==> src/rtl/rcb_pkg.sv <==
// Constants shared by the capability register bank of a serial endpoint.
// Assumes a single core clock and byte offsets on an 8-bit register port.
package rcb_pkg;

  // ----------------------------------------------------------------
  // Register offsets (byte addresses, word aligned)
  // ----------------------------------------------------------------
  localparam logic [7:0] OFS_ELEMENT_FEATURE_FLAGS = 8'h10;
  localparam logic [7:0] OFS_SWITCH_PORT_INFO = 8'h14;
  localparam logic [7:0] OFS_SOURCE_OPERATION_CAPS = 8'h18;
  localparam logic [7:0] OFS_DESTINATION_OPERATION_CAPS = 8'h1C;
  localparam logic [7:0] OFS_STREAMING_CAPABILITY_INFO = 8'h3C;
  localparam logic [7:0] OFS_STREAMING_LOGICAL_CONTROL = 8'h48;
  localparam logic [7:0] OFS_LOGICAL_LAYER_ADDRESS_CONTROL = 8'h4C;

  // ----------------------------------------------------------------
  // Field positions
  // ----------------------------------------------------------------
  localparam int FEAT_LARGE_SYS_BIT = 4;
  localparam int FEAT_EXT_FEAT_BIT = 3;
  localparam int FEAT_EXT_ADDR_LSB = 0;
  localparam int PORT_TOTAL_LSB = 8;
  localparam int PORT_NUM_LSB = 0;
  localparam int OP_STREAM_TM_BIT = 19;
  localparam int OP_STREAM_BIT = 18;
  localparam int OP_PORT_WRITE_BIT = 2;
  localparam int INFO_MAX_UNIT_LSB = 16;
  localparam int INFO_SEG_CTX_LSB = 0;
  localparam int CTL_TM_TYPES_LSB = 28;
  localparam int CTL_TM_SELECT_LSB = 24;
  localparam int CTL_SEG_PAYLOAD_LSB = 0;
  localparam int CTL_ADDR_SEL_LSB = 0;

  // ----------------------------------------------------------------
  // Reset values
  // ----------------------------------------------------------------
  localparam logic RST_LARGE_SYS = 1'b0;
  localparam logic RST_EXT_FEAT = 1'b1;
  localparam logic [2:0] RST_EXT_ADDR_SUPPORT = 3'h1;
  localparam logic [7:0] RST_PORT_TOTAL = 8'h04;
  localparam logic RST_STREAM_TM = 1'b0;
  localparam logic [15:0] RST_MAX_UNIT_SIZE = 16'h0000;
  localparam logic [15:0] RST_SEG_CONTEXT_COUNT = 16'h0010;
  localparam logic [3:0] RST_TM_TYPE_CAPS = 4'h0;
  localparam logic [3:0] RST_TM_SELECT = 4'h0;
  localparam logic [7:0] RST_SEG_PAYLOAD_SIZE = 8'h40;
  localparam logic [2:0] RST_ADDR_SEL = 3'h1;

  // ----------------------------------------------------------------
  // Encodings and limits
  // ----------------------------------------------------------------
  localparam logic [2:0] ADDR_SEL_34 = 3'h1;
  localparam logic [2:0] ADDR_SEL_50 = 3'h2;
  localparam logic [2:0] ADDR_SEL_66 = 3'h4;
  localparam logic [7:0] SEG_PAYLOAD_MIN = 8'h04;
  localparam logic [7:0] SEG_PAYLOAD_MAX = 8'h40;

  // Segment payload code is block size over four, 16-byte steps
  function automatic logic seg_payload_ok(input logic [7:0] code);
    seg_payload_ok = (code >= SEG_PAYLOAD_MIN) && (code <= SEG_PAYLOAD_MAX) &&
                     (code[1:0] == 2'h0);
  endfunction

  // Address select must be one-hot and among the supported widths
  function automatic logic addr_sel_ok(input logic [2:0] code, input logic [2:0] support);
    logic ok;
    ok = 1'b0;
    case (code)
      ADDR_SEL_34: ok = support[0];
      ADDR_SEL_50: ok = support[1];
      ADDR_SEL_66: ok = support[2];
      default: ok = 1'b0;
    endcase
    addr_sel_ok = ok;
  endfunction

endpackage : rcb_pkg

==> src/rtl/rcb_csr_bank.sv <==
// Capability and logical-layer control register bank of a serial
// packet endpoint. Remote maintenance accesses and local bus masters
// share one register port; the block answers every request one cycle
// later with a registered acknowledge, and reads also with read data.
// Assumes requests come from logic on core_clk and that only one
// request is presented per cycle.
`timescale 1ns/1ps
module rcb_csr_bank #(
  parameter logic LARGE_SYS = rcb_pkg::RST_LARGE_SYS,
  parameter logic [2:0] EXT_ADDR_SUPPORT = rcb_pkg::RST_EXT_ADDR_SUPPORT,
  parameter logic [7:0] PORT_TOTAL = rcb_pkg::RST_PORT_TOTAL,
  parameter logic [15:0] MAX_UNIT_SIZE = rcb_pkg::RST_MAX_UNIT_SIZE,
  parameter logic [15:0] SEG_CONTEXT_COUNT = rcb_pkg::RST_SEG_CONTEXT_COUNT
) (
  input wire logic core_clk,
  input wire logic rst_b,
  input wire logic reg_req,
  input wire logic reg_wr,
  input wire logic [7:0] reg_addr,
  input wire logic [31:0] reg_wdata,
  input wire logic reg_from_link,
  input wire logic [7:0] reg_link_port,
  output logic reg_ack,
  output logic reg_err,
  output logic [31:0] reg_rdata,
  output logic large_id_mode,
  output logic [2:0] addr_width_sel,
  output logic [3:0] traffic_mgmt_select,
  output logic traffic_mgmt_unsupported,
  output logic [8:0] seg_payload_bytes
);
  import rcb_pkg::*;

  // ----------------------------------------------------------------
  // Elaboration checks
  // ----------------------------------------------------------------
  // The element must always handle 34-bit addresses both ways
  if (EXT_ADDR_SUPPORT[0] != 1'b1)
  begin : g_bad_addr_support
    $error("address support must include 34-bit");
  end
  // Only the four documented support codes exist
  if (!(EXT_ADDR_SUPPORT inside {3'h1, 3'h3, 3'h5, 3'h7}))
  begin : g_bad_addr_code
    $error("address support code is not defined");
  end
  // A port total of zero is a reserved code
  if (PORT_TOTAL == 8'h00)
  begin : g_bad_port_total
    $error("port total must be 1 to 255");
  end

  // ----------------------------------------------------------------
  // Declarations
  // ----------------------------------------------------------------
  logic [31:0] feature_word; // Fixed feature flags
  logic [31:0] source_word; // Fixed source capabilities
  logic [31:0] dest_word; // Fixed destination capabilities
  logic [31:0] stream_info_word; // Fixed streaming limits
  logic [31:0] port_word; // Port information, arrival dependent
  logic [31:0] stream_ctl_word; // Streaming control read image
  logic [31:0] addr_ctl_word; // Address control read image
  logic hit_feature; // Address decodes
  logic hit_port;
  logic hit_source;
  logic hit_dest;
  logic hit_info;
  logic hit_stream_ctl;
  logic hit_addr_ctl;
  logic hit_any; // Any mapped register
  logic wr_stream_ctl; // Write strobes into writable fields
  logic wr_addr_ctl;
  logic payload_legal; // Proposed payload code is allowed
  logic addr_sel_legal; // Proposed address select is allowed
  logic wr_refused; // A write to a writable register was rejected
  logic [7:0] seg_payload_size_ff; // Held payload size code
  logic [3:0] traffic_mgmt_select_ff; // Held traffic-management select
  logic [2:0] addr_width_sel_ff; // Held address width select
  logic nxt_ack; // Answer strobe next value
  logic nxt_err; // Error strobe next value
  logic [31:0] nxt_rdata; // Read data next value
  logic reg_ack_ff; // Registered answer
  logic reg_err_ff;
  logic [31:0] reg_rdata_ff;

  // ----------------------------------------------------------------
  // Fixed capability words
  // ----------------------------------------------------------------
  rcb_cap_words #(
    .LARGE_SYS(LARGE_SYS),
    .EXT_ADDR_SUPPORT(EXT_ADDR_SUPPORT),
    .PORT_TOTAL(PORT_TOTAL),
    .MAX_UNIT_SIZE(MAX_UNIT_SIZE),
    .SEG_CONTEXT_COUNT(SEG_CONTEXT_COUNT)
  ) u_cap_words (
    .feature_word(feature_word),
    .source_word(source_word),
    .dest_word(dest_word),
    .stream_info_word(stream_info_word)
  );

  // ----------------------------------------------------------------
  // Address decode
  // ----------------------------------------------------------------
  // Full byte compare, so a misaligned offset is treated as unmapped
  always_comb
  begin
    hit_feature = (reg_addr == OFS_ELEMENT_FEATURE_FLAGS);
    hit_port = (reg_addr == OFS_SWITCH_PORT_INFO);
    hit_source = (reg_addr == OFS_SOURCE_OPERATION_CAPS);
    hit_dest = (reg_addr == OFS_DESTINATION_OPERATION_CAPS);
    hit_info = (reg_addr == OFS_STREAMING_CAPABILITY_INFO);
    hit_stream_ctl = (reg_addr == OFS_STREAMING_LOGICAL_CONTROL);
    hit_addr_ctl = (reg_addr == OFS_LOGICAL_LAYER_ADDRESS_CONTROL);
    hit_any = hit_feature | hit_port | hit_source | hit_dest | hit_info |
              hit_stream_ctl | hit_addr_ctl;
  end

  // ----------------------------------------------------------------
  // Write qualification
  // ----------------------------------------------------------------
  // Only the two control registers take writes; writes to the fixed
  // words simply fall through and leave nothing behind
  always_comb
  begin
    wr_stream_ctl = reg_req && reg_wr && hit_stream_ctl;
    wr_addr_ctl = reg_req && reg_wr && hit_addr_ctl;
    // Reserved payload codes would break segmentation; keep the old one
    payload_legal = seg_payload_ok(reg_wdata[CTL_SEG_PAYLOAD_LSB +: 8]);
    // Reserved or unsupported address widths are refused the same way
    addr_sel_legal = addr_sel_ok(reg_wdata[CTL_ADDR_SEL_LSB +: 3],
                                 EXT_ADDR_SUPPORT);
    wr_refused = (wr_stream_ctl && !payload_legal) ||
                 (wr_addr_ctl && !addr_sel_legal);
  end

  // ----------------------------------------------------------------
  // Writable fields
  // ----------------------------------------------------------------
  // Payload size and select share one write; both are refused together
  // so a rejected word leaves the whole register untouched
  rcb_wfield #(
    .WIDTH(8),
    .RESET_VAL(RST_SEG_PAYLOAD_SIZE)
  ) u_seg_payload (
    .core_clk(core_clk),
    .rst_b(rst_b),
    .wr_en(wr_stream_ctl),
    .wr_legal(payload_legal),
    .wr_val(reg_wdata[CTL_SEG_PAYLOAD_LSB +: 8]),
    .field_ff(seg_payload_size_ff)
  );

  // Traffic-management select, reset to disabled
  rcb_wfield #(
    .WIDTH(4),
    .RESET_VAL(RST_TM_SELECT)
  ) u_tm_select (
    .core_clk(core_clk),
    .rst_b(rst_b),
    .wr_en(wr_stream_ctl),
    .wr_legal(payload_legal),
    .wr_val(reg_wdata[CTL_TM_SELECT_LSB +: 4]),
    .field_ff(traffic_mgmt_select_ff)
  );

  // Address width select, reset to 34-bit
  rcb_wfield #(
    .WIDTH(3),
    .RESET_VAL(RST_ADDR_SEL)
  ) u_addr_sel (
    .core_clk(core_clk),
    .rst_b(rst_b),
    .wr_en(wr_addr_ctl),
    .wr_legal(addr_sel_legal),
    .wr_val(reg_wdata[CTL_ADDR_SEL_LSB +: 3]),
    .field_ff(addr_width_sel_ff)
  );

  // ----------------------------------------------------------------
  // Read images
  // ----------------------------------------------------------------
  always_comb
  begin
    // Port total is the single-lane count even in wide-lane modes
    port_word = 32'h0000_0000;
    port_word[PORT_TOTAL_LSB +: 8] = PORT_TOTAL;
    // Arrival port for link reads, zero for local masters
    if (reg_from_link)
    begin
      port_word[PORT_NUM_LSB +: 8] = reg_link_port;
    end
    else
    begin
      port_word[PORT_NUM_LSB +: 8] = 8'h00;
    end
    // Type caps are hard zero; bits 23:8 are reserved zero
    stream_ctl_word = 32'h0000_0000;
    stream_ctl_word[CTL_TM_TYPES_LSB +: 4] = RST_TM_TYPE_CAPS;
    stream_ctl_word[CTL_TM_SELECT_LSB +: 4] = traffic_mgmt_select_ff;
    stream_ctl_word[CTL_SEG_PAYLOAD_LSB +: 8] = seg_payload_size_ff;
    // Upper bits are never stored, so they always read zero
    addr_ctl_word = 32'h0000_0000;
    addr_ctl_word[CTL_ADDR_SEL_LSB +: 3] = addr_width_sel_ff;
  end

  // ----------------------------------------------------------------
  // Answer: next values
  // ----------------------------------------------------------------
  // Every request gets one ack; unmapped offsets and refused writes
  // also raise the error strobe. Reads of unmapped offsets return zero.
  always_comb
  begin
    nxt_ack = reg_req;
    nxt_err = reg_req && (!hit_any || wr_refused);
    nxt_rdata = 32'h0000_0000;
    if (reg_req && !reg_wr)
    begin
      case (1'b1)
        hit_feature: nxt_rdata = feature_word;
        hit_port: nxt_rdata = port_word;
        hit_source: nxt_rdata = source_word;
        hit_dest: nxt_rdata = dest_word;
        hit_info: nxt_rdata = stream_info_word;
        hit_stream_ctl: nxt_rdata = stream_ctl_word;
        hit_addr_ctl: nxt_rdata = addr_ctl_word;
        default: nxt_rdata = 32'h0000_0000;
      endcase
    end
  end

  // ----------------------------------------------------------------
  // Answer: registers
  // ----------------------------------------------------------------
  // Read data holds until the next read so a slow master can sample it
  always_ff @(posedge core_clk or negedge rst_b)
  begin
    if (!rst_b)
    begin
      reg_ack_ff <= 1'b0;
      reg_err_ff <= 1'b0;
      reg_rdata_ff <= 32'h0000_0000;
    end
    else
    begin
      reg_ack_ff <= nxt_ack;
      reg_err_ff <= nxt_err;
      if (reg_req && !reg_wr)
      begin
        reg_rdata_ff <= nxt_rdata;
      end
    end
  end

  // ----------------------------------------------------------------
  // Outputs to the logical layer
  // ----------------------------------------------------------------
  always_comb
  begin
    reg_ack = reg_ack_ff;
    reg_err = reg_err_ff;
    reg_rdata = reg_rdata_ff;
    // Source and destination ID generation follows the feature bit
    large_id_mode = LARGE_SYS;
    addr_width_sel = addr_width_sel_ff;
    traffic_mgmt_select = traffic_mgmt_select_ff;
    // Only the disabled mode is implemented; flag anything else
    traffic_mgmt_unsupported = (traffic_mgmt_select_ff != RST_TM_SELECT);
    // Code is block size over four, so bytes are code times four
    seg_payload_bytes = {seg_payload_size_ff[6:0], 2'b00};
  end

endmodule // rcb_csr_bank

==> src/rtl/rcb_wfield.sv <==
// Writable register field with a write filter.
// Assumes the caller decodes the write and judges the value legal.
`timescale 1ns/1ps
module rcb_wfield #(
  parameter int WIDTH = 8,
  parameter logic [WIDTH-1:0] RESET_VAL = '0
) (
  input wire logic core_clk,
  input wire logic rst_b,
  input wire logic wr_en,
  input wire logic wr_legal,
  input wire logic [WIDTH-1:0] wr_val,
  output logic [WIDTH-1:0] field_ff
);
  import rcb_pkg::*;

  logic [WIDTH-1:0] nxt_field; // Next field value

  // ----------------------------------------------------------------
  // Next value: illegal codes leave the old value in place
  // ----------------------------------------------------------------
  always_comb
  begin
    nxt_field = field_ff;
    if (wr_en && wr_legal)
    begin
      nxt_field = wr_val;
    end
  end

  // Field storage
  always_ff @(posedge core_clk or negedge rst_b)
  begin
    if (!rst_b)
    begin
      field_ff <= RESET_VAL;
    end
    else
    begin
      field_ff <= nxt_field;
    end
  end
endmodule // rcb_wfield

==> src/rtl/rcb_cap_words.sv <==
// Fixed capability words of the bank, built from parameters.
// Assumes the parameters have been range-checked by the caller.
`timescale 1ns/1ps
module rcb_cap_words #(
  parameter logic LARGE_SYS = 1'b0,
  parameter logic [2:0] EXT_ADDR_SUPPORT = 3'h1,
  parameter logic [7:0] PORT_TOTAL = 8'h04,
  parameter logic [15:0] MAX_UNIT_SIZE = 16'h0000,
  parameter logic [15:0] SEG_CONTEXT_COUNT = 16'h0010
) (
  output logic [31:0] feature_word,
  output logic [31:0] source_word,
  output logic [31:0] dest_word,
  output logic [31:0] stream_info_word
);
  import rcb_pkg::*;

  // ----------------------------------------------------------------
  // Constant words; no storage, writes can never reach them
  // ----------------------------------------------------------------
  always_comb
  begin
    feature_word = 32'h0000_0000;
    feature_word[FEAT_LARGE_SYS_BIT] = LARGE_SYS;
    feature_word[FEAT_EXT_FEAT_BIT] = RST_EXT_FEAT;
    feature_word[FEAT_EXT_ADDR_LSB +: 3] = EXT_ADDR_SUPPORT;
    // Source: streaming and port-write generation only
    source_word = 32'h0000_0000;
    source_word[OP_STREAM_BIT] = 1'b1;
    source_word[OP_STREAM_TM_BIT] = RST_STREAM_TM;
    source_word[OP_PORT_WRITE_BIT] = 1'b1;
    // Destination: port-write only
    dest_word = 32'h0000_0000;
    dest_word[OP_PORT_WRITE_BIT] = 1'b1;
    stream_info_word = 32'h0000_0000;
    stream_info_word[INFO_MAX_UNIT_LSB +: 16] = MAX_UNIT_SIZE;
    stream_info_word[INFO_SEG_CTX_LSB +: 16] = SEG_CONTEXT_COUNT;
  end
endmodule // rcb_cap_words

==> config.mk <==
export PLATFORM = sky130hd
export DESIGN_NAME = rcb_csr_bank
export DESIGN_NICKNAME = d
export VERILOG_FILES = /design/src/rtl/rcb_pkg.sv /design/src/rtl/rcb_csr_bank.sv /design/src/rtl/rcb_wfield.sv /design/src/rtl/rcb_cap_words.sv
export SDC_FILE = /design/constraint.sdc
export NUM_CORES = 1
export LEC_CHECK = 0
export BUFFER_PORTS_ARGS = -buffer_cell sky130_fd_sc_hd__buf_2
export CAP_MARGIN = 20
export CORE_MARGIN = 10
export CORE_UTILIZATION = 36
export DETAILED_ROUTE_END_ITERATION = 12
export GPL_TIMING_DRIVEN = 0
export MAX_ROUTING_LAYER = met4
export PLACE_DENSITY_LB_ADDON = 0.3
export SLEW_MARGIN = 15
export SYNTH_ARGS = -nofsm -noshare
export SYNTH_HDL_FRONTEND = slang
export SYNTH_SLANG_ARGS = --single-unit
export TNS_END_PERCENT = 100
==> constraint.sdc <==
create_clock -name core_clk -period 2.05 [get_ports core_clk]
set_input_delay 0 -clock core_clk [delete_from_list [all_inputs] [get_ports core_clk]]
set_output_delay 0 -clock core_clk [all_outputs]
set_load 0.005 [all_outputs]
## Yosys cells after proc, flatten, opt, wreduce, memory -nomap -nowiden

Cells that the tools add are included.

- Register bits: 49
- Output and inout port bits: 52
- Word-level logic and storage cells: 50
- Input bits: 53

- Order comparisons: 2
- Mux-type cells: 9
- Equal/unequal tests: 8
- Bitwise operators: 6
- Reductions and logical operators: 19

Operator list:

| operator | number |
|---|---|
| 2-to-1 mux 28 bit | 5 |
| == test 8 x 5 -> 1 bit, second input constant | 4 |
| 2-to-1 mux 32 bit | 1 |
| == test 8 x 7 -> 1 bit, second input constant | 2 |
| logical AND 1 bit | 11 |
| == test 8 x 6 -> 1 bit, second input constant | 1 |
| >= comparator 8 x 3 -> 1 bit, second input constant | 1 |
| <= comparator 8 x 7 -> 1 bit, second input constant | 1 |
| 2-to-1 mux 8 bit | 1 |
| bitwise OR 1 bit | 6 |
| logical NOT 1 bit | 4 |
| nonzero test 4 bit | 1 |
| == test 3 x 1 -> 1 bit, second input constant | 1 |
| 2-to-1 mux 3 bit | 1 |
| logical NOT 2 bit | 1 |
| logical OR 1 bit | 2 |
| 2-to-1 mux 1 bit | 1 |

## Longest topological paths before layout

Gate-level depths: netlist of the first run.

- Depth after elaboration: 10
- Depth in mapped cells: 6
- Mapped depth without buffers: 4

## Hierarchy

A second synthesis of the first run with hierarchy kept.

- Cell total of the unflattened synthesis: 537
- Area total of the unflattened synthesis: 4451.8 um^2

By module, submodules not included:

| module | seq. area each (um^2) | cells an instance | times used | area each (um^2) |
|---|---|---|---|---|
| rcb_csr_bank | 850.8 | 374 | 1 | 2891.5 |
| rcb_cap_words | 0.0 | 130 | 1 | 968.4 |
| rcb_wfield (u_seg_payload) | 201.4 | 17 | 1 | 297.8 |
| rcb_wfield (u_tm_select) | 100.1 | 9 | 1 | 166.4 |
| rcb_wfield (u_addr_sel) | 76.3 | 7 | 1 | 127.6 |

## Least setup slack after synthesis of the first run

No wires, ideal clock.

- Path type: in2reg
- Start: input port reg_wdata[5]
- End: register u_seg_payload.field_ff[2]
- Data arrival time: 1.332 ns
- Cell stages on the path: 5
- Data required time: 1.925 ns
- Setup time: 0.125 ns
- Buffers on the path: 1
- Path slack: 0.592 ns
- Cells stage by stage: nor4_1 > xor2_1 > nor4_2 > buf_6 > mux2_4

- Word-level cells in the longest chain between the ends: 4
- Elaborated cells on any way between the ends: 5

Ends and longest elaborated chain:

| what | line | RTL |
|---|---|---|
| start, declared | rcb_csr_bank.sv:20 | `input wire logic [31:0] reg_wdata,` |
| >= comparator 8 x 3 -> 1 bit or <= comparator 8 x 7 -> 1 bit (tied branches) | rcb_pkg.sv:60 | `seg_payload_ok = (code >= SEG_PAYLOAD_MIN) && (code <= SEG_PAYLOAD_MAX) &&` |
| logical AND 1 bit * (2 in series) | rcb_pkg.sv:60 |  |
| logical AND 1 bit * | rcb_wfield.sv:25 | `if (wr_en && wr_legal)` |
| end signal, assigned | rcb_wfield.sv:40 | `field_ff <= nxt_field;` |
| end, declared | rcb_wfield.sv:13 | `output logic [WIDTH-1:0] field_ff` |

Mark *: on every way between the ends. The rest lies on a longest branch, timed or not.
A chain may end at the register's enable or synchronous reset.

## Final worst setup path of the first run

- Start: input port reg_wdata[6]
- End: register u_seg_payload.field_ff[2]

The elaborated chain is that of the path after synthesis.

==> flow_results.org, run 1 <==
** Setup path
- Worst Reg-to-Reg Cells :: 3
- In this run the worst setup path terminates at u_seg_payload.field_ff[2].
- At the worst endpoint, the required time is 2.21 ns.
- The critical path in this run is classified as primary input to register.
- In this run the worst setup path begins at reg_wdata[6].
- Crit Path Max Fanout :: 10
- The worst register-to-register path begins at u_addr_sel.field_ff[0].
- Category of the worst setup path launch point :: primary input
- Reg2reg setup slack :: 0.96 ns
- The worst register-to-register path ends at reg_rdata[0].
- Critical path data arrival time :: 1.90 ns
- Endpoint class of the critical path :: register

** Logic synthesis
- A synthesized cell averages 10.5 um2.
- Counting flops with a built-in enable in the synthesized netlist gives 0.
- Yosys printed 0 warnings.
- Compound-gate portion of the synthesized area :: 13.7%
- Post-synthesis simple-gate area fraction :: 17.9%
- The mapped netlist covers 0.00179 mm2.
- Area share of the largest cell type after synthesis :: 40.6%
- Sorting the synthesized cells by area gives the leading types as dfrtp_1 41%, buf_4 13%, mux2_4 5.9%.
- Primary FF master, synth :: dfrtp_1
- Synthesis instantiated 49 different standard cells from the library.
- Xor/xnor cell area share of the yosys netlist :: 0.980%
- After synthesis, the share of cell area in mux cells is 8.26%.
- Count of state elements after synthesis :: 31
- Number of instances in the synthesized netlist :: 170
- By area, the combinational part of the netlist is dominated by simple AND/OR/NAND/NOR gates.
- For this run, asynchronously set or reset flops after synthesis account for 100%.
- Of the total synthesized cell area, the portion taken by full adders, half adders and majority gates is 0%.
- The synthesized design spends more area on one cell type than any other, namely dfrtp_1.
- Summing the sequential cell areas from Yosys gives 43.6% of the chip area.

** Global routing
- Antenna violations before repair :: 0
- Global routing used 12.4% of the available tracks.
- Via count of the first global-routing pass :: 1,602
- Summed over all layers, the global routing overflow is 0.
- Largest net degree at the start of global routing :: 32
- The first global-routing pass estimated 8160 um of wire.

** CTS
- Hold repair after CTS inserted 10 buffers.
- Gates resized during post-CTS repair numbered 0.
- Cell at the root of the clock tree :: clkbuf_8
- The H-tree was split into 2 levels.
- Clock tree synthesis inserted a total of 5 buffers.
- Clk Latency, worst-skew pair :: 0.27 ns
- After clock tree synthesis, the clock-pin slew on the worst setup and hold paths is 0.06 ns.
- The clock passes through at most 2 buffers.
- The tree built by TritonCTS fans out to 31 sinks.
- Post-CTS timing repair inserted 0 buffers for setup.
- TritonCTS clock tree :: done

** Power and ir drop
- In this run switching power makes up 23.6% of total power.
- Pwr Density :: 518 mW/mm2
- Sequential cells burn 49.1% of the power.
- The clock network burns 37.2% of the power.
- P_leak :: 1.30 nW
- Summed over all nets, the switching power comes to 0.299 mW.
- Comb power frac :: 13.8%
- Worst IR drop on VDD :: 344 uV
- Cell Int Power :: 0.968 mW

** Cells and area
- Leaving out fill and tap cells, the most frequent cells in the layout are 64 x buf_2, 30 x buf_4, 29 x dfrtp_1, 21 x conb_1, 17 x nand2_1.
- Layout-stage area growth over the synthesis result :: 36.8%
- Antenna diode instance count :: 0
- Final Net Count :: 322
- Leaving out fill and tap cells, the most frequent cell in the layout is buf_2.
- Excluding fillers, the count of instances in the completed layout stands at 336.
- The post-route netlist has 44.6% of its cells at a drive strength greater than 1.

** Job
- Max-cap violations in this run came to 0.

** Timing
- Final hold violation count :: 0
- Slew HR :: 55.1%
- Derived from the worst setup path, the maximum achievable clock frequency is 576 MHz.
- Slew at the pin with the worst max-slew slack :: 0.674 ns
- Setup repair after global routing left no endpoint under its margin.
- Setup violations remaining at the end of the flow were counted as 0.
- Worst-case clock skew :: 0.00281 ns
- The smallest clock period supported by the final layout is computed as 1.74 ns.
- Part of the cycle the worst path needs :: 84.7%
- Adding up every negative setup slack in the final design gives 0 ns.
- The number of max-slew violations in the final report is 0.

** Floorplanning
- The floorplan step defined a die boundary enclosing 0.00818 mm2.
- The die is 90.5 um tall.
- Die outline width :: 90.5 um
- The floorplan step defined a core boundary enclosing 0.00475 mm2.
- Effective utilization at floorplan :: 37.6%
- Num ports :: 105
- Rows :: 25

** Placement
- After legalization and detailed placement, the total HPWL measured 3880 um.
- Number of cells after detailed placement :: 319
- In this run the tool buffered the top-level ports with 62 buffer cells.
- Routability-driven placement finished with a final weighted congestion of 0.875.

** Routing
- After detailed routing, the number of vias per cell comes to 4.40.
- The detailed router finished its first iteration with 57 violations.
- Wire length per cell :: 14.2 um
- Detailed routing inserted a total of 1,477 vias.
- Drt drc :: 0
- Count of nets left with antenna violations after detail routing :: 0
- Wires add up to 4780 um.
- The first detailed-routing pass ran for 4 iterations.

** Min path
- The min-delay analysis places its worst path in the category primary input to register.

** Run status
- Status :: finished, final reports clean
==> worst min-delay path by stage <==
stage / start / end / slack (ns) / cells past startpoint
4_1_cts: reg_link_port[0] / reg_rdata[0] / 0.007 / 3
2_1_floorplan: rst_b / reg_ack / -0.30 / 0
3_3_place_gp: rst_b / reg_rdata[25] / 0.07 / 1
3_5_place_dp: rst_b / reg_rdata[25] / 0.07 / 1
6_report: reg_link_port[0] / reg_rdata[0] / 0.02 / 3
5_1_grt: reg_link_port[0] / reg_rdata[0] / 0.02 / 3
==> critical path: stages <==
cell           delay [ns]
dlygate4sd3_1        0.53
buf_2                0.14
xor2_1               0.18
nor4_2               0.50
buf_6                0.25
mux2_4               0.31
==> synth_stat cells (3+ instances only) <==
cell type	number
a22o_1	5
a32o_1	4
and2_1	5
buf_4	30
clkbuf_1	4
dfrtp_1	29
inv_1	4
mux2_4	7
nand2_1	17
nand2b_1	3
nand3_1	4
nor2_1	5
nor2b_1	5
o21ai_1	6
==> area by class of cell <==
cell class                      instances  area [um2]
Buffer                                 37         262
Clock buffer                            6        82.6
Clock inverter                          1        5.00
Fill cell                             494        2310
Inverter                                4        15.0
Multi-Input combinational cell        118         807
Sequential cell                        31         778
Tap cell                               67        83.8
Timing Repair Buffer                   72         410
==> through the flow <==
step                      util, %  worst slack, ns  total power [mW]  instance area, um2  hold WS [ns]
after floorplan                 -            0.592             0.719                1860        -0.296
after global placement       47.4            0.216             0.791                2260        0.0728
after detailed placement     47.4            0.221             0.792                2260        0.0742
after CTS                    51.4            0.297              1.28                2440       0.00697
after global routing         51.4            0.236              1.34                2440        0.0159
final                        51.4            0.313              1.27                2440        0.0186
==> flip-flops by register name (all words and copies together), names as in the netlist <==
signal                  cells
reg_err                     1
u_addr_sel.field_ff         3
u_tm_select.field_ff        4
reg_rdata                  14
reg_ack                     1
u_seg_payload.field_ff      8
==> power groups by stage <==
stage	logic [mW]	registers (mW)	clock network (mW)
finish	0.175	0.621	0.471
CTS	0.174	0.621	0.486
global placement	0.159	0.632	0
detailed placement	0.159	0.632	0
floorplan	0.0860	0.633	0
global route	0.197	0.621	0.525
==> metal layers <==
| layer | GRT usage [%] | wire length, um | part of all wire [%] |
|---|---|---|---|
| met1 | 15.9 | 2270 | 47 |
| met2 | 18.4 | 2230 | 47 |
| met3 | 4.66 | 246 | 5.1 |
| met4 | 2.39 | 34 | 0.71 |
| met5 | - | 0 | 0 |
==> logic make-up (layout without fill, tap and decap cells) <==
kind of cell,after synthesis,after routing
buffers and inverters,41,120
xor gates and xnor gates,2,2
DFF,31,31
other,1,21
muxes,11,11
and+or+nand+nor,53,53
AOI/OAI and AO/OA,31,31
(Power assumes the default switching activity.)
==> run 2: changes to the inputs <==
==> constraint.sdc (replaced) <==
create_clock -name core_clk -period 1.6 [get_ports core_clk]
set_input_delay 0 -clock core_clk [delete_from_list [all_inputs] [get_ports core_clk]]
set_output_delay 0 -clock core_clk [all_outputs]
set_load 0.005 [all_outputs]
==> flow_results.org, run 2 (synthesis gave the netlist of run 1 again) <==
** Power and ir drop
- The total power density per cell area came to 663 mW/mm2 (+28%).
- Worst IR drop on VDD :: 441 uV (+28%)
- P_leak :: 1.30 nW (+0.25%)

** Timing
- Finish-stage setup viols :: 0 (unchanged)
- Slew at the pin with the worst max-slew slack :: 0.673 ns (-0.000590 ns)
- Worst hold slack after final layout :: 0.0170 ns (-0.00160 ns)
- Setup repair after global routing left no endpoint under its margin.
- The setup skew after layout was 0.00237 ns (-0.000445 ns).
- The total count of hold-check failures in the final report came to 0 (unchanged).
- Static timing analysis puts the maximum clock frequency at 704 MHz.
- Setup TNS :: 0 ns (unchanged)
- The number of max-slew violations in the final report was 0 (unchanged).
- Part of the cycle the worst path needs :: 88.8%
- Slew HR :: 55.1% (about the same)
- The worst path in the final design needs a cycle of 1.42 ns, including I/O delays and setup.

** Floorplanning
- Effective utilization at floorplan :: 37.6% (unchanged)
- Die outline width :: 90.5 um (unchanged)
- The number of rows in the core area came to 25 (unchanged).
- Die Y :: 90.5 um (unchanged)
- The I/O pin count is 105 (unchanged).
- Area inside the core boundary :: 0.00475 mm2 (unchanged)
- Total Die Area :: 0.00818 mm2 (unchanged)

** Cells and area
- Final Net Count :: 322 (unchanged)
- Ratio of cells with drive above 1 in the final layout :: 44.6% (unchanged)
- Antenna diode instance count :: 0 (unchanged)
- Top library cells by usage in the layout, fill and taps aside :: 64 x buf_2, 30 x buf_4, 29 x dfrtp_1, 21 x conb_1, 17 x nand2_1
- The area growth from synthesis to layout is 37.3%.
- The library cell used most frequently in the layout, excluding fill and tap cells, is buf_2.
- The number of flip-flops under the largest register name was 14 (unchanged).

** Routing
- The routed length per placed instance was 14.3 um (+0.42%).
- Uppermost signal routing layer after detailed routing :: met4
- Routed wire length on met2 :: 2230 um (about the same)
- The initial detailed-routing violation count came to 26 (-54%).
- The sum of met3 wire segment lengths after detailed routing was 228 um (-7.3%).
- Pre-antenna DRT Iters :: 4 (unchanged)
- Count of nets left with antenna violations after detail routing :: 0 (unchanged)
- The total wire length was 4800 um (+0.42%).
- Drt drc :: 0 (unchanged)
- The overall via count from detail_route came to 1,471 (-0.41%).
- Per-cell via count in the routed design :: 4.38 (-0.41%)
- The routed metal-1 wirelength was 2310 um (+1.8%).

** CTS
- TritonCTS built the clock tree.
- Level count of the clock H-tree :: 2 (unchanged)
- The buffer levels on the longest clock path is 2 (unchanged).
- Post-CTS Setup Repair Bufs :: 0 (unchanged)
- The number of buffers created by CTS came to 5 (unchanged).
- Clock-pin transition on the worst setup and hold timing paths :: 0.06 ns (about the same)
- The cell sitting at the root of the clock tree is a clkbuf_8.
- The clock latency of the later-clocked register in the worst-skew pair was 0.27 ns (about the same).
- The number of sinks driven by the clock tree is 31 (unchanged).

** Global routing
- The global-route wire length before repair was 8100 um (-0.76%).
- The global-route congestion overflow total came to 0 (unchanged).
- The number of global-route vias before repair was 1,593 (-0.56%).
- Global router's overall resource usage :: 12.4% (-0.071 points)
- The number of antenna violations at the first check in global routing was 0 (unchanged).
- Largest net degree at the start of global routing :: 32 (unchanged)

** Setup path
- Traced cell by cell, the critical path runs through buf_2, nor4_1, xor2_1, nor4_4, buf_6, mux2_4.
- Longest individual stage delay on the worst path :: 0.39 ns (-0.14 ns)
- Cell with the largest stage delay on the worst path :: nor4_4
- Buffers plus inverters on the worst setup path :: 2 (-1)
- Broken down by cell family, the worst path's largest delay share belongs to simple AND/OR/NAND/NOR gates.
- Endpoint class of the critical path :: register
- The arrival time reported for the critical path endpoint is 1.58 ns (-0.32 ns).
- The worst setup path is launched from a primary input.
- Crit Path Max Fanout :: 10 (unchanged)
- The endpoint required time on the critical path was 1.76 ns (-0.45 ns).
- The worst setup path is of the primary input to register kind.

** Run status
- Status :: finished, final reports clean

** Placement
- The final RePlAce weighted congestion came to 0.875 (unchanged).
- The post-DP HPWL is 3880 um (unchanged).
- Port-buffer cells :: 62 (unchanged)

** Job
- The max capacitance violation total came to 0 (unchanged).

** Min path
- The tightest min-delay check is of the primary input to register type.
## run 2: area by class of cell
| cell class | count | area [um2] |
|---|---|---|
| fillers | 494 | 2300 |
| plain buffers | 37 | 262 |
| multi-input cells | 118 | 816 |
| clock inverters | 1 | 5.00 |
| flip-flops and latches | 31 | 778 |
| inverters | 4 | 15.0 |
| clock buffers | 6 | 82.6 |
| well taps | 67 | 83.8 |
| repair buffers | 72 | 410 |
## run 2: per-stage QoR
stage          instance area [um2]  instances  setup slack [ns]  util (%)  power (mW)
6_report                      2450        336             0.180      51.6        1.62
5_1_grt                       2450        336            0.0380      51.6        1.72
4_1_cts                       2440        336            0.0613      51.4        1.64
3_5_place_dp                  2260        319            -0.229      47.4        1.01
3_3_place_gp                  2260        319            -0.234      47.4        1.01
2_1_floorplan                 1860        190             0.142         -       0.921
## run 2: final timing paths
path | cells after the start | to | startpoint | slack (ns)
worst max-delay path | 6 | u_seg_payload.field_ff[2] | reg_wdata[5] | 0.18
worst min-delay path | 3 | reg_rdata[0] | reg_link_port[0] | 0.02
worst max register to register | 3 | reg_rdata[0] | u_addr_sel.field_ff[0] | 0.51
worst min register to register | 2 | reg_rdata[10] | reg_rdata[10] | 0.48
max in group asynchronous | 2 | u_seg_payload.field_ff[5] | rst_b | 0.87
min in group asynchronous | 2 | reg_rdata[24] | rst_b | 0.30
## run 2: layer usage
| metal | global-route usage [%] | vias to the layer above |
|---|---|---|
| met5 | - | - |
| met4 | 2.39 | 0 |
| met3 | 4.66 | 4 |
| met2 | 18.3 | 51 |
| met1 | 15.8 | 668 |
| li1 | - | 748 |
## run 2: where the power goes
group          switching (mW)  leakage, nW  total [mW]  internal (mW)
clock network           0.266       0.0470       0.603          0.337
logic                   0.115        0.836       0.226          0.111
registers             0.00392        0.419       0.796          0.792
## run 2: worst min-delay path: stages
cell	delay, ns
buf_2	0.10
nand3_1	0.06
a32oi_1	0.09
## run 2: what timing repair did
item	4_1_cts	5_1_grt
endpoints found under the hold margin	39	0
endpoints found under the setup margin	0	7
gates resized for setup	0	1
hold buffers	10	0
==> run 3: changes to the inputs <==
--- a/config.mk
+++ b/config.mk
@@ -7,8 +7,10 @@
 export LEC_CHECK = 0
 export BUFFER_PORTS_ARGS = -buffer_cell sky130_fd_sc_hd__buf_2
 export CAP_MARGIN = 20
+export CELL_PAD_IN_SITES_DETAIL_PLACEMENT = 0
+export CELL_PAD_IN_SITES_GLOBAL_PLACEMENT = 2
 export CORE_MARGIN = 10
-export CORE_UTILIZATION = 36
+export CORE_UTILIZATION = 24
 export DETAILED_ROUTE_END_ITERATION = 12
 export GPL_TIMING_DRIVEN = 0
 export MAX_ROUTING_LAYER = met4
==> flow_results.org, run 3 (synthesis gave the netlist of run 1 again) <==
** Run status
- The flow ran to the end, and the final reports show no timing, DRC or antenna violations.

** Power and ir drop
- The clock share of power came to 37.0% (about the same).
- Sequential group share of total power :: 48.9% (about the same)
- The switching share of power came to 25.8% (+2.1 points).
- The leakage power summed over all cells is 1.30 nW (-0.13%).
- The total power density per cell area came to 651 mW/mm2 (-1.8%).
- The peak ir drop on the vdd network is 211 uV (-52%).
- The part of the power in combinational logic was 14.2% (+0.3 points).
- Overall power of the completed layout :: 1.63 mW (+0.13%)
- Psw :: 0.419 mW (+8.9%)
- Cell Int Power :: 1.21 mW (-2.6%)

** Cells and area
- Final Net Count :: 323 (+0.31%)
- Area of the multi-input gates :: 816 um2 (unchanged)
- Layout-stage area growth over the synthesis result :: 39.9%
- Ratio of cells with drive above 1 in the final layout :: 44.3% (-0.33 points)
- The count of fill cells added during filler insertion came to 766 (+55%).
- In the layout the commonest cells are 64 x buf_2, 30 x buf_4, 29 x dfrtp_1, 21 x conb_1, 17 x nand2_1.
- The count of placed standard cells in the final layout, fillers left out came to 370 (+10%).
- FF+latch area :: 778 um2 (unchanged)
- Leading cell type in the layout, fill and taps excluded :: buf_2
- The number of flip-flops under the largest register name is 14 (unchanged).
- The count of inserted antenna diode cells came to 0 (unchanged).
- Post-Layout Inst Area :: 0.00250 mm2 (+1.9%)

** Floorplanning
- Num ports :: 105 (unchanged)
- Die outline width :: 106 um (+18%)
- The core region area was 0.00725 mm2 (+53%).
- Total Die Area :: 0.0113 mm2 (+38%)
- Effective utilization at floorplan :: 24.6% (-13 points)
- Die Y :: 106 um (+18%)
- The number of rows in the core area was 31 (+24%).

** Routing
- The total wire length came to 5400 um (+13%).
- The post-route antenna net violation count was 0 (unchanged).
- Per-cell via count in the routed design :: 4.03 (-8.0%)
- The first-pass iteration count of the detailed router is 4 (unchanged).
- Violation count after the first detailed-route iteration :: 68 (+160%)
- Wire length per cell :: 14.6 um (+2.2%)
- Drt drc :: 0 (unchanged)
- The overall via count from detail_route is 1,490 (+1.3%).

** Timing
- Worst-case clock skew :: 0.00837 ns (+0.00600 ns)
- Total count of max-transition violations in the final report :: 0 (unchanged)
- F_max :: 724 MHz (+2.8%)
- Final hold violation count :: 0 (unchanged)
- The worst relative slew slack was 52.5% (-2.6 points).
- The number of setup violations in the final report was 0 (unchanged).
- Shortest period the worst path allows :: 1.38 ns (-0.0393 ns)
- The measured slew at the worst slew-check pin came to 0.712 ns (+0.0391 ns).
- The final cycle utilization of the critical path is 86.3% (-2.5 points).
- Final worst setup slack :: 0.219 ns (+0.0393 ns)
- Setup repair after global routing left no endpoint under its margin.

** Placement
- The standard cell area after detailed placement was 0.00230 mm2 (+1.8%).
- DP HPWL :: 4310 um (+11%)
- The final RePlAce weighted congestion is 0.755 (-14%).
- Port-buffer cells :: 62 (unchanged)
- The number of placed instances with taps included is 351 (+10%).
- Post-Place Setup Slack :: -0.216 ns (+0.0135 ns)

** Min path
- The worst hold path belongs to the class primary input to register.

** CTS
- Clk Latency, worst-skew pair :: 0.28 ns (about the same)
- The tree is rooted in a clkbuf_8.
- Clock-pin transition on the worst setup and hold timing paths :: 0.07 ns (about the same)
- Level count of the clock H-tree :: 2 (unchanged)
- The number of sinks driven by the clock tree was 31 (unchanged).
- Maximum number of buffers from clock root to sink :: 2 (unchanged)
- The number of buffers created by CTS was 5 (unchanged).
- Post-CTS Setup Repair Bufs :: 0 (unchanged)
- TritonCTS built the clock tree.

** Setup path
- The largest individual stage delay along the critical path comes from the cell nor4_4.
- STA classifies the critical path startpoint as a primary input.
- The arrival time reported for the critical path endpoint was 1.55 ns (-0.03 ns).
- The worst setup path is of the primary input to register kind.
- Traced cell by cell, the critical path runs through buf_2, nor4_1, xor2_1, nor4_4, buf_6, mux2_4.
- The maximum fanout count along the critical path is 10 (unchanged).
- Longest individual stage delay on the worst path :: 0.41 ns (+0.02 ns)
- Endpoint class of the critical path :: register
- The endpoint required time on the critical path came to 1.77 ns (about the same).

** Global routing
- Via count of the first global-routing pass :: 1,616 (+1.4%)
- Global-route wire length before repair :: 8540 um (+5.5%)
- The total global-route track usage is 9.88% (-2.5 points).
- The routing usage on met2 was 14.9% (-3.4 points).
- Antenna violations before repair :: 0 (unchanged)
- Total congestion overflow after global routing :: 0 (unchanged)
- Met3 track utilization from global routing :: 2.96% (-1.7 points)
- Met1 usage in global routing :: 12.4% (-3.4 points)
- Largest net degree at the start of global routing :: 32 (unchanged)
- met2 is the most crowded layer.

** Job
- The max capacitance violation total is 0 (unchanged).
run 3: path summary, 6_finish.rpt:
kind	from	end	slack [ns]	depth (start not counted)
worst max-delay path	reg_wdata[5]	u_seg_payload.field_ff[2]	0.22	6
worst min-delay path	reg_wdata[2]	u_seg_payload.field_ff[2]	0.02	2
worst max register to register	u_addr_sel.field_ff[0]	reg_rdata[0]	0.49	3
worst min register to register	reg_rdata[18]	reg_rdata[18]	0.47	2
max in group asynchronous	rst_b	reg_rdata[2]	0.84	2
min in group asynchronous	rst_b	u_tm_select.field_ff[1]	0.30	2
run 3: through the flow:
stage	hold WS, ns	util [%]	TNS [ns]
finish	0.0163	34.5	0
floorplan	-0.296	-	0
CTS	0.00502	34.3	0
detailed placement	0.104	31.7	-1.52
global route	0.0114	34.5	0
global placement	0.0992	31.7	-1.32
run 3: power groups by stage:
stage                     registers (mW)  clock network (mW)  logic [mW]
after global routing               0.795               0.662       0.258
final                              0.795               0.601       0.230
after global placement             0.810                   0       0.206
after CTS                          0.795               0.629       0.228
after floorplan                    0.810                   0       0.110
after detailed placement           0.810                   0       0.206
run 3: critical path, delay by kind of cell:
family | cells | cell delay [ns]
XOR/XNOR | 1 | 0.18
AND/OR/NAND/NOR | 2 | 0.73
multiplexers | 1 | 0.31
buffers and inverters | 2 | 0.34
run 3: cell type report:
class	count	share of cell area (%)
multi-input combinational	118	32.6
sequential	31	31.1
timing repair buffer	73	16.8
buffer	37	10.5
tap	99	4.95
clock buffer	6	2.90
inverter	4	0.601
clock inverter	2	0.501
run 3: repair_timing:
item | in CTS | in global routing
endpoints found under the hold margin | 40 | 0
gates resized for setup | 0 | 1
setup endpoints to repair | 0 | 6
hold buffers | 11 | 0
run 3: metal layers:
layer / part of all wire (%) / routed length [um]
met1: 47 / 2530
met2: 46 / 2510
met3: 5.4 / 292
met4: 1.4 / 76
met5: 0 / 0
